===== src/verilog/asrctl_pkg.sv =====
package asrctl_pkg;

	// ************************************************************
	// geometry
	// ************************************************************
	localparam int ADDR_W = 18;
	localparam int DATA_W = 16;
	localparam int WORDS = 262144;

	// ************************************************************
	// timing in ns (clock in ps, recovery in ms) and derived cycle counts at 40 MHz
	// ************************************************************
	localparam int CLK_PS = 25000;
	localparam int T_ACC_NS = 70;
	localparam int T_OE_ACC_NS = 35;
	localparam int T_DIS_NS = 25;
	localparam int T_WP_NS = 55;
	localparam int T_WSU_NS = 60;
	localparam int T_DSU_NS = 35;
	localparam int T_CYC_NS = 70;
	localparam int T_REC_PD_MS = 5;

	// least times round up
	localparam int ACC_CYC = (T_ACC_NS * 1000 + CLK_PS - 1) / CLK_PS;
	localparam int DIS_CYC = (T_DIS_NS * 1000 + CLK_PS - 1) / CLK_PS;
	localparam int WSU_CYC_A = (T_WSU_NS * 1000 + CLK_PS - 1) / CLK_PS;
	localparam int WP_CYC_A = (T_WP_NS * 1000 + CLK_PS - 1) / CLK_PS;
	localparam int WR_CYC = (WSU_CYC_A > WP_CYC_A) ? WSU_CYC_A : WP_CYC_A;
	localparam int CYC_CYC = (T_CYC_NS * 1000 + CLK_PS - 1) / CLK_PS;
	localparam longint REC_PD_CYC_L =
		(64'(T_REC_PD_MS) * 64'h3B9ACA00 + 64'(CLK_PS) - 64'h1)
		/ 64'(CLK_PS);
	localparam int REC_PD_CYC = int'(REC_PD_CYC_L);

	localparam logic [3:0] CNT_ZERO = 4'h0;

	typedef enum logic [1:0] {
		ASRCTL_OP_NONE,
		ASRCTL_OP_READ,
		ASRCTL_OP_WRITE
	} asrctl_op_t;

endpackage


===== src/verilog/asrctl_cnt_if.sv =====
`timescale 1ns/1ps
// counter load and done between the sequencer and its timer
interface asrctl_cnt_if;
	logic load;
	logic [3:0] value;
	logic done;
	modport ctl (output load, output value, input done);
	modport tmr (input load, input value, output done);
endinterface


===== src/verilog/asrctl_host.sv =====
`timescale 1ns/1ps
module asrctl_host #(
	parameter int REC_CYCLES = asrctl_pkg::REC_PD_CYC
) (
	// clock and reset
	input wire logic clk_sys,
	input wire logic rst_n,
	// user request
	input wire logic req_valid,
	input wire logic req_write,
	input wire logic [17:0] req_addr,
	input wire logic [15:0] req_wdata,
	input wire logic [1:0] req_byte_en,
	input wire logic retention_exit,
	output logic req_ready,
	output logic rsp_valid,
	output logic [15:0] rsp_rdata,
	// memory pins
	output logic [17:0] word_address_lines,
	output logic select_active_low_n,
	output logic select_active_high,
	output logic lower_byte_strobe_n,
	output logic upper_byte_strobe_n,
	output logic write_strobe_n,
	output logic output_gate_n,
	input wire logic [15:0] shared_data_lines_in,
	output logic [15:0] shared_data_lines_out,
	output logic [15:0] shared_data_lines_oe
);
	// ************************************************************
	// sequencer state
	// ************************************************************
	typedef enum logic [2:0] {
		ST_WAKE, ST_IDLE, ST_RD_ACC, ST_RD_END,
		ST_WR_SET, ST_WR_PULSE, ST_WR_END, ST_GAP
	} asrctl_state_t;

	asrctl_state_t state_reg;
	logic [22:0] wake_reg;
	asrctl_cnt_if cnt ();

	asrctl_timer u_timer (
		.clk_sys(clk_sys),
		.rst_n(rst_n),
		.cnt(cnt)
	);

	// turns a byte enable into the two active-low lane strobes
	function automatic logic [1:0] lane_n(input logic [1:0] be);
		lane_n = ~be;
	endfunction

	// a request and a retention exit in one cycle: the exit wins
	logic start;
	assign start = (state_reg == ST_IDLE) && req_valid
		&& (req_byte_en != 2'h0) && !retention_exit;

	// ************************************************************
	// timer loads: one load on entry to ST_RD_ACC, ST_WR_SET and ST_GAP only
	// ************************************************************
	always_comb begin
		cnt.load = 1'b0;
		cnt.value = asrctl_pkg::CNT_ZERO;
		case (state_reg)
			ST_IDLE: begin
				if (start && !req_write) begin
					cnt.load = 1'b1; // full access wait
					cnt.value = 4'(asrctl_pkg::ACC_CYC);
				end else if (start) begin
					cnt.load = 1'b1; // strobe low for setup
					cnt.value = 4'(asrctl_pkg::WR_CYC);
				end
			end
			ST_RD_END, ST_WR_END: begin
				cnt.load = 1'b1; // float time before next cycle
				cnt.value = 4'(asrctl_pkg::DIS_CYC);
			end
			default: begin
				cnt.load = 1'b0;
			end
		endcase
	end

	// ************************************************************
	// sequencer
	// ************************************************************
	always_ff @(posedge clk_sys or negedge rst_n) begin
		if (!rst_n) begin
			state_reg <= ST_WAKE;
			wake_reg <= 23'h0;
		end else begin
			if (retention_exit) begin
				wake_reg <= 23'h0; // restart the recovery wait
				state_reg <= ST_WAKE;
			end else begin
				case (state_reg)
					ST_WAKE: begin
						if (32'(wake_reg) >= REC_CYCLES - 1) begin
							state_reg <= ST_IDLE;
						end else begin
							wake_reg <= wake_reg + 23'h1;
						end
					end
					ST_IDLE: begin
						if (start) begin
							state_reg <= req_write ? ST_WR_SET : ST_RD_ACC;
						end
					end
					ST_RD_ACC: begin
						if (cnt.done) begin
							state_reg <= ST_RD_END;
						end
					end
					ST_RD_END: state_reg <= ST_GAP;
					ST_WR_SET: state_reg <= ST_WR_PULSE;
					ST_WR_PULSE: begin
						if (cnt.done) begin
							state_reg <= ST_WR_END;
						end
					end
					ST_WR_END: state_reg <= ST_GAP;
					ST_GAP: begin
						if (cnt.done) begin
							state_reg <= ST_IDLE;
						end
					end
					default: state_reg <= ST_IDLE;
				endcase
			end
		end
	end

	// ************************************************************
	// memory pins: address, selects and strobes
	// ************************************************************
	always_ff @(posedge clk_sys or negedge rst_n) begin
		if (!rst_n) begin
			word_address_lines <= 18'h0;
			select_active_low_n <= 1'b1;
			select_active_high <= 1'b0;
			lower_byte_strobe_n <= 1'b1;
			upper_byte_strobe_n <= 1'b1;
			write_strobe_n <= 1'b1;
			output_gate_n <= 1'b1;
		end else if (retention_exit) begin
			// drop any access so the wake wait starts deselected
			select_active_low_n <= 1'b1;
			select_active_high <= 1'b0;
			lower_byte_strobe_n <= 1'b1;
			upper_byte_strobe_n <= 1'b1;
			write_strobe_n <= 1'b1;
			output_gate_n <= 1'b1;
		end else if (start) begin
			// address and lanes latched once and held
			word_address_lines <= req_addr;
			select_active_low_n <= 1'b0;
			select_active_high <= 1'b1;
			{upper_byte_strobe_n, lower_byte_strobe_n} <=
				lane_n(req_byte_en);
			output_gate_n <= req_write; // gate only on reads
		end else begin
			case (state_reg)
				ST_WR_SET: write_strobe_n <= 1'b0;
				ST_WR_PULSE: begin
					if (cnt.done) begin
						write_strobe_n <= 1'b1; // selects stay till end
					end
				end
				ST_RD_ACC: begin
					if (cnt.done) begin
						output_gate_n <= 1'b1;
					end
				end
				ST_RD_END, ST_WR_END: begin
					// deselect; both lanes idle
					select_active_low_n <= 1'b1;
					select_active_high <= 1'b0;
					lower_byte_strobe_n <= 1'b1;
					upper_byte_strobe_n <= 1'b1;
				end
				default: begin
					output_gate_n <= output_gate_n;
				end
			endcase
		end
	end

	// ************************************************************
	// data bus drive: from strobe fall to one cycle after strobe rise
	// ************************************************************
	logic req_be_lo_reg;
	logic req_be_hi_reg;

	// write data and per-lane drive enable
	always_ff @(posedge clk_sys or negedge rst_n) begin
		if (!rst_n) begin
			shared_data_lines_out <= 16'h0;
			shared_data_lines_oe <= 16'h0;
		end else if (retention_exit) begin
			shared_data_lines_oe <= 16'h0; // released with the strobes
		end else if (start && req_write) begin
			shared_data_lines_out <= req_wdata;
		end else if (state_reg == ST_WR_SET) begin
			// drive only with gate high and strobe going low
			shared_data_lines_oe <= {{8{req_be_hi_reg}}, {8{req_be_lo_reg}}};
		end else if (state_reg == ST_WR_END) begin
			shared_data_lines_oe <= 16'h0; // data held one cycle past strobe rise
		end
	end

	// lanes of the current request, kept for drive and read masking
	always_ff @(posedge clk_sys or negedge rst_n) begin
		if (!rst_n) begin
			req_be_lo_reg <= 1'b0;
			req_be_hi_reg <= 1'b0;
		end else if (start) begin
			req_be_lo_reg <= req_byte_en[0];
			req_be_hi_reg <= req_byte_en[1];
		end
	end

	// ************************************************************
	// user answer: sample after full access time
	// ************************************************************
	always_ff @(posedge clk_sys or negedge rst_n) begin
		if (!rst_n) begin
			rsp_valid <= 1'b0;
			rsp_rdata <= 16'h0;
			req_ready <= 1'b0;
		end else begin
			rsp_valid <= (state_reg == ST_RD_ACC) && cnt.done;
			if ((state_reg == ST_RD_ACC) && cnt.done) begin
				// unused lanes read as zero; valid per
				rsp_rdata <= shared_data_lines_in &
					{{8{req_be_hi_reg}}, {8{req_be_lo_reg}}};
			end
			req_ready <= (state_reg == ST_GAP) && cnt.done
				&& !retention_exit;
		end
	end
endmodule


===== src/verilog/asrctl_timer.sv =====
`timescale 1ns/1ps
// down counter: done is high while the count sits at zero and no load is made
module asrctl_timer (
	// clock and reset
	input wire logic clk_sys,
	input wire logic rst_n,
	// load and done
	asrctl_cnt_if.tmr cnt
);
	logic [3:0] count_reg;

	// reload on load, else count down to zero and hold
	always_ff @(posedge clk_sys or negedge rst_n) begin
		if (!rst_n) begin
			count_reg <= asrctl_pkg::CNT_ZERO;
		end else if (cnt.load) begin
			count_reg <= cnt.value;
		end else if (count_reg != asrctl_pkg::CNT_ZERO) begin
			count_reg <= count_reg - 4'h1;
		end
	end

	assign cnt.done = (count_reg == asrctl_pkg::CNT_ZERO) && !cnt.load;
endmodule


===== config.mk =====
export PLATFORM = sky130hd
export DESIGN_NAME = asrctl_host
export DESIGN_NICKNAME = d
export VERILOG_FILES = /design/src/verilog/asrctl_pkg.sv /design/src/verilog/asrctl_cnt_if.sv /design/src/verilog/asrctl_host.sv /design/src/verilog/asrctl_timer.sv
export SDC_FILE = /design/constraint.sdc
export NUM_CORES = 1
export LEC_CHECK = 0
export ABC_CLOCK_PERIOD_IN_PS = 1850
export BUFFER_PORTS_ARGS = -buffer_cell sky130_fd_sc_hd__buf_2
export CAP_MARGIN = 15
export CORE_ASPECT_RATIO = 0.9
export CORE_MARGIN = 2
export CORE_UTILIZATION = 35
export CTS_CLUSTER_DIAMETER = 100
export CTS_CLUSTER_SIZE = 24
export DETAILED_ROUTE_END_ITERATION = 10
export SLEW_MARGIN = 20
export SYNTH_ARGS = -nofsm -noshare
export SYNTH_HDL_FRONTEND = slang
export SYNTH_SLANG_ARGS = --single-unit
export TNS_END_PERCENT = 50

===== constraint.sdc =====
create_clock -name clk_sys -period 1.85 [get_ports clk_sys]
set_input_delay 0.0925 -clock clk_sys [delete_from_list [all_inputs] [get_ports clk_sys]]
set_output_delay 0.0925 -clock clk_sys [all_outputs]
set_load 0.02 [all_outputs]

==> results of run 1 <==
## critical path: cells and delay by family, from the launching register on
family             cells  cell delay, ps
and+or+nand+nor        4            1390
DFF                    1             370
AOI/OAI and AO/OA      1             130
## worst max-delay path by stage
stage               slack [ps]  depth (start not counted)                 endpoint
finish                    -100                          5  wake_reg[4]$_DFFE_PN0P_
global route              -170                          5  wake_reg[4]$_DFFE_PN0P_
CTS                        -70                          5  wake_reg[4]$_DFFE_PN0P_
detailed placement        -210                          5  wake_reg[5]$_DFFE_PN0P_
global placement          -150                          5  wake_reg[5]$_DFFE_PN0P_
floorplan                 -110                          6  wake_reg[9]$_DFFE_PN0P_
## cell usage after synthesis, types with 2 or more instances
| master | instances | area share [%] |
|---|---|---|
| nand3_1 | 24 | 2.9 |
| xnor2_1 | 3 | 0.63 |
| o31ai_1 | 6 | 1.1 |
| a21o_1 | 2 | 0.36 |
| o22ai_1 | 3 | 0.45 |
| a211oi_1 | 2 | 0.36 |
| nand4_1 | 6 | 0.90 |
| and2_1 | 4 | 0.60 |
| or3_1 | 3 | 0.45 |
| nor4_1 | 3 | 0.45 |
| o21ai_0 | 4 | 0.48 |
| a31o_2 | 2 | 0.42 |
| clkbuf_1 | 9 | 0.81 |
| or4_1 | 8 | 1.4 |
| nand2b_1 | 7 | 1.0 |
| mux2_2 | 41 | 11 |
| nor3b_1 | 3 | 0.54 |
| or4b_1 | 2 | 0.48 |
| a22oi_1 | 2 | 0.36 |
| nor2_1 | 16 | 1.4 |
| ha_1 | 3 | 0.90 |
| a21oi_1 | 20 | 2.4 |
| buf_4 | 15 | 2.7 |
| nor3_1 | 8 | 0.96 |
| inv_1 | 9 | 0.81 |
| nor2b_1 | 11 | 1.6 |
| dfstp_2 | 5 | 3.1 |
| dfrtp_1 | 87 | 52 |
| nand2_1 | 39 | 3.5 |
| buf_2 | 8 | 0.96 |
## where the power goes
part | switching (mW) | internal (mW) | leakage, nW | total [mW]
combinational | 0.114 | 0.140 | 1.76 | 0.254
sequential | 0.00391 | 2.02 | 1.18 | 2.02
clock | 0.784 | 1.20 | 0.154 | 1.98
## cell families (layout without fill, tap and decap cells)
kind of cell | count (synthesis) | after routing | share of synthesized area, %
buf+inv | 44 | 249 | 5.72
mux | 42 | 42 | 11.3
flops | 92 | 92 | 55.3
fa+ha+maj | 3 | 3 | 0.899
compound gates | 49 | 49 | 7.76
xor+xnor | 3 | 3 | 0.629
simple gates | 142 | 145 | 18.4
## timing repair
| action | CTS | global route |
|---|---|---|
| buffers inserted | 2 | 1 |
| gates resized for setup | 14 | 26 |
| setup endpoints to repair | 19 | 44 |
| cloned | 2 | 2 |
| hold buffers | 51 | 2 |
| pin swaps | 11 | 10 |
| endpoints found under the hold margin | 95 | 2 |
## through the flow
stage | total power, mW | hold slack [ps] | util [%] | setup WS [ps] | std cells
final | 4.26 | 105 | 54.3 | -101 | 739
after global routing | 4.44 | 114 | 54.3 | -171 | 739
after CTS | 4.31 | 6.78 | 53.0 | -68.6 | 734
after detailed placement | 2.22 | 179 | 44.9 | -205 | 663
after global placement | 2.21 | 174 | 44.9 | -153 | 663
after floorplan | 2.09 | -203 | - | -106 | 375
## routing by layer
| metal | wire (um) | GRT usage (%) |
|---|---|---|
| met1 | 5040 | 22.7 |
| met2 | 5340 | 29.0 |
| met3 | 718 | 5.88 |
| met4 | 104 | 3.57 |
| met5 | 0 | 0 |
## cell type report
| type | count | area share [%] |
|---|---|---|
| tap | 156 | 3.12 |
| timing repair buffer | 223 | 24.1 |
| inverter | 10 | 0.620 |
| clock inverter | 6 | 1.50 |
| clock buffer | 10 | 3.66 |
| multi-input combinational | 242 | 30.1 |
| sequential | 92 | 36.9 |
==> impl_metrics.env, run 1 <==
export IMPL_grt_pass1_vias=3594
export IMPL_hold_class="input pin to flip-flop"
export IMPL_diodes=0
export IMPL_reg2reg_slack_ps=-100
export IMPL_ff2ff_path_depth=5
export IMPL_io_pins=131
export IMPL_cts_root_buf="clkbuf_16"
export IMPL_nFillCells=959
export IMPL_max_slew_margin_pct=54.6
export IMPL_clock_fmax_mhz=513
export IMPL_viasPerCell=4.85
export IMPL_maxCapViolations=0
export IMPL_drc_errors=0
export IMPL_synthFlopType="dfrtp_1"
export IMPL_antenna_left=0
export IMPL_fin_setup_tns_ps=-577
export IMPL_multi_input_area_sq_um=1880
export IMPL_clock_path_buffers=2
export IMPL_finalHoldViolCount=0
export IMPL_critPathCaptureType="flip-flop"
export IMPL_antenna_found_initial=0
export IMPL_dr_first_iter_drc_count=147
export IMPL_insertion_delay_ps=340
export IMPL_final_nets=638
export IMPL_fin_skew_ps=8.33
export IMPL_cp_max_fo=5
export IMPL_critPathMaxStageDelay_ps=550
export IMPL_grt_start_max_net_pins=53
export IMPL_grt_pass1_wl_mm=17.9
export IMPL_powerDensity_nw_per_um2=680
export IMPL_h_tree_depth=3
export IMPL_drt_total_wl_mm=11.2
export IMPL_die_height_um=108
export IMPL_ys_types=50
export IMPL_vias=3581
export IMPL_ff_latch_area_sq_um=2310
export IMPL_tightest_slew_ps=682
export IMPL_synth_cells=375
export IMPL_vdd_drop_max_uv=368
export IMPL_rr_endpoint="wake_reg[4]$_DFFE_PN0P_"
export IMPL_status="finished, violations left"
export IMPL_track_usage_pct=17.6
export IMPL_postSynthAreaPerCell_sq_um=11.1
export IMPL_startpoint="wake_reg[14]$_DFFE_PN0P_"
export IMPL_crit_top_cell="or4_4"
export IMPL_final_cell_mix="buf_2, dfrtp_1, dlygate4sd3_1, nand2_1, buf_4"
export IMPL_die_width_um=119
export IMPL_holdPathEnd="output_gate_n$_DFFE_PN1P_"
export IMPL_worstSetupPathType="flip-flop to flip-flop"
export IMPL_path_clk_slew_ps=70
export IMPL_clkSinkCount=92
export IMPL_cp_start_kind="flip-flop"
export IMPL_whs_path_depth=3
export IMPL_gp_congestion=0.836
export IMPL_port_buffers=130
export IMPL_coreArea_sq_um=11500
export IMPL_syn_area_sq_um=4180
export IMPL_rows=37
export IMPL_cts_made_buffers=9
export IMPL_drive_gt1_share_pct=47.0
export IMPL_setup_slack_ps=-101
export IMPL_initial_core_util_pct=36.2
export IMPL_r2r_start="wake_reg[14]$_DFFE_PN0P_"
export IMPL_crit_slowest_cell="or4_4"
export IMPL_drv_slew=0
export IMPL_fin_crit_ps=1950
export IMPL_hpwlAfterDp_mm=7.27
export IMPL_grt_overflow=0
export IMPL_hold_start="req_write"
export IMPL_failed_checks="setup timing"
export IMPL_largest_reg_flops=23
export IMPL_synth_net_count=435
export IMPL_drt_pass1_iter_count=4
export IMPL_finalSetupViolCount=12
export IMPL_fin_area_sq_um=6260
export IMPL_syn2layout_area_growth_pct=49.8
export IMPL_rsz0062_at_grt="yes"
export IMPL_yosysWarnings=0
export IMPL_required_ps=2120
export IMPL_synth_edf_count=0
export IMPL_cts_tree="done"
export IMPL_synthArstFlopShare_pct=100
export IMPL_ys_seq_elements=92
export IMPL_placed_area_sq_um=5170
export IMPL_synth_seq_area_share_pct=55.3
export IMPL_avgRoutedWirePerCell_um=15.2
export IMPL_cp_cell_sequence="or4_4, nand3_4, nand3b_4, or4_4, a21oi_2"
export IMPL_final_common_cell="buf_2"
export IMPL_finalCritPeriodShare_pct=105
export IMPL_die_area_sq_um=12800
export IMPL_cp_arrival_ps=2220
export IMPL_p_leak_nw=3.10
No activity file was read; power rests on OpenSTA's default activity.
==> run 2: changes to the inputs <==
--- a/config.mk
+++ b/config.mk
@@ -14,6 +14,7 @@
 export CTS_CLUSTER_DIAMETER = 100
 export CTS_CLUSTER_SIZE = 24
 export DETAILED_ROUTE_END_ITERATION = 10
+export MAX_ROUTING_LAYER = met4
 export SLEW_MARGIN = 20
 export SYNTH_ARGS = -nofsm -noshare
 export SYNTH_HDL_FRONTEND = slang
==> impl_metrics.env, run 2 (synthesis results as in run 1) <==
export IMPL_status="finished, violations left"
export IMPL_failed_checks="setup timing"
export IMPL_clkSinkCount=92
export IMPL_place_inst=663
export IMPL_die_area_sq_um=12800
export IMPL_tightest_slew_ps=680
export IMPL_hold_class="input pin to flip-flop"
export IMPL_grt_start_max_net_pins=53
export IMPL_vdd_drop_max_uv=369
export IMPL_cp_num_cells=5
export IMPL_drt_total_wl_mm=11.2
export IMPL_crit_top_cell="or4_4"
export IMPL_insertion_delay_ps=340
export IMPL_drive_gt1_share_pct=47.0
export IMPL_antenna_found_initial=0
export IMPL_cp_max_fo=5
export IMPL_reg2reg_slack_ps=-100
export IMPL_p_int_mw=3.35
export IMPL_grt_pass1_vias=3595
export IMPL_cts_root_buf="clkbuf_16"
export IMPL_ff2ff_path_depth=5
export IMPL_worstSetupEndpoint="wake_reg[4]$_DFFE_PN0P_"
export IMPL_dr_first_iter_drc_count=142
export IMPL_rr_endpoint="wake_reg[4]$_DFFE_PN0P_"
export IMPL_final_common_cell="buf_2"
export IMPL_die_width_um=119
export IMPL_h_tree_depth=3
export IMPL_hpwlAfterDp_mm=7.27
export IMPL_critPathCaptureType="flip-flop"
export IMPL_path_clk_slew_ps=70
export IMPL_diodes=0
export IMPL_cp_cell_sequence="or4_4, nand3_4, nand3b_4, or4_4, a21oi_2"
export IMPL_final_cell_mix="buf_2, dfrtp_1, dlygate4sd3_1, nand2_1, buf_4"
export IMPL_die_height_um=108
export IMPL_nFillCells=959
export IMPL_final_cells=739
export IMPL_avgRoutedWirePerCell_um=15.2
export IMPL_seq_power_share_pct=47.4
export IMPL_fin_area_sq_um=6260
export IMPL_cts_made_buffers=9
export IMPL_startpoint="wake_reg[14]$_DFFE_PN0P_"
export IMPL_drv_slew=0
export IMPL_cp_top_family="simple AND/OR/NAND/NOR gates"
export IMPL_syn2layout_area_growth_pct=49.8
export IMPL_r2r_start="wake_reg[14]$_DFFE_PN0P_"
export IMPL_required_ps=2120
export IMPL_cp_arrival_ps=2220
export IMPL_vias=3577
export IMPL_grt_pass1_wl_mm=17.8
export IMPL_combPwrFrac_pct=5.9
export IMPL_drc_errors=0
export IMPL_clock_path_buffers=2
export IMPL_maxCapViolations=0
export IMPL_max_slew_margin_pct=54.7
export IMPL_clock_fmax_mhz=512
export IMPL_cp_start_kind="flip-flop"
export IMPL_p_leak_nw=3.10
export IMPL_port_buffers=130
export IMPL_place_ws_ps=-205
export IMPL_io_pins=131
export IMPL_finalSetupViolCount=12
export IMPL_powerDensity_nw_per_um2=681
export IMPL_finalHoldViolCount=0
export IMPL_cts_tree="done"
export IMPL_gp_congestion=0.849
export IMPL_worstSetupPathType="flip-flop to flip-flop"
export IMPL_final_nets=638
export IMPL_fin_crit_ps=1950
export IMPL_finalCritPeriodShare_pct=106
export IMPL_rsz0062_at_grt="yes"
export IMPL_fin_skew_ps=8.44
export IMPL_rows=37
export IMPL_p_sw_mw=0.904
export IMPL_drt_pass1_iter_count=4
export IMPL_grt_overflow=0
export IMPL_largest_reg_flops=23
export IMPL_pwr_share_clk_pct=46.6
export IMPL_antenna_left=0
export IMPL_placed_area_sq_um=5170
export IMPL_initial_core_util_pct=36.2
export IMPL_critPathMaxStageDelay_ps=550
export IMPL_coreArea_sq_um=11500
export IMPL_setup_slack_ps=-102
export IMPL_crit_slowest_cell="or4_4"
export IMPL_power_switching_share_pct=21.2
export IMPL_cp_num_buf_inv=0
export IMPL_viasPerCell=4.84
export IMPL_track_usage_pct=18.1
[run 2: tightest hold or removal path: stages]
cell	delay, ps
buf_2	150
o22ai_1	100
nand2b_1	70
[run 2: metrics by stage]
step	TNS [ps]	power (mW)	hold slack [ps]	utilization [%]
final	-613	4.26	101	54.3
after CTS	-455	4.31	6.78	53.0
after floorplan	-734	2.09	-203	-
after detailed placement	-2080	2.22	179	44.9
after global placement	-1280	2.21	174	44.9
after global routing	-1930	4.44	114	54.3
[run 2: final cells by class]
type / instances / area [sq um] / share of cell area [%]
clock buffers: 10 / 229 / 3.66
flip-flops and latches: 92 / 2310 / 36.9
repair buffers: 223 / 1510 / 24.1
inverters: 10 / 38.8 / 0.620
clock inverters: 6 / 93.8 / 1.50
well taps: 156 / 195 / 3.12
multi-input cells: 242 / 1880 / 30.1
[run 2: power groups by stage]
stage	registers [mW]	clock network [mW]	logic, mW
6_report	2.02	1.99	0.253
5_1_grt	2.02	2.14	0.280
3_5_place_dp	2.06	0	0.160
2_1_floorplan	2.06	0	0.0311
4_1_cts	2.02	2.05	0.246
3_3_place_gp	2.06	0	0.156
[run 2: how the worst min path moves through the flow]
| stage | slack [ps] | startpoint | depth (start not counted) | end |
|---|---|---|---|---|
| floorplan | -200 | rst_n | 0 | req_be_hi_reg$_DFFE_PN0N_ |
| global placement | 170 | rst_n | 1 | shared_data_lines_out[3]$_DFFE_PN0P_ |
| detailed placement | 180 | rst_n | 1 | shared_data_lines_out[2]$_DFFE_PN0P_ |
| CTS | 7 | req_addr[1] | 2 | word_address_lines[1]$_DFFE_PN0P_ |
| global route | 110 | req_write | 3 | output_gate_n$_DFFE_PN1P_ |
| finish | 100 | req_write | 3 | output_gate_n$_DFFE_PN1P_ |
[run 2: per-layer routing]
| metal | global-route usage [%] | share of wire (%) | vias to the layer above |
|---|---|---|---|
| met1 | 22.8 | 45 | 1738 |
| met2 | 29.0 | 48 | 113 |
| met5 | - | 0 | - |
| met3 | 5.88 | 6.4 | 11 |
| li1 | - | - | 1715 |
| met4 | 3.57 | 0.88 | 0 |
[run 2: timing repair]
action / 4_1_cts / 5_1_grt
pin swaps: 11 / 10
setup endpoints to repair: 19 / 43
hold buffers: 51 / 2
hold endpoints to repair: 95 / 2
resized for setup: 14 / 26
buffers inserted: 2 / 1
cloned: 2 / 2
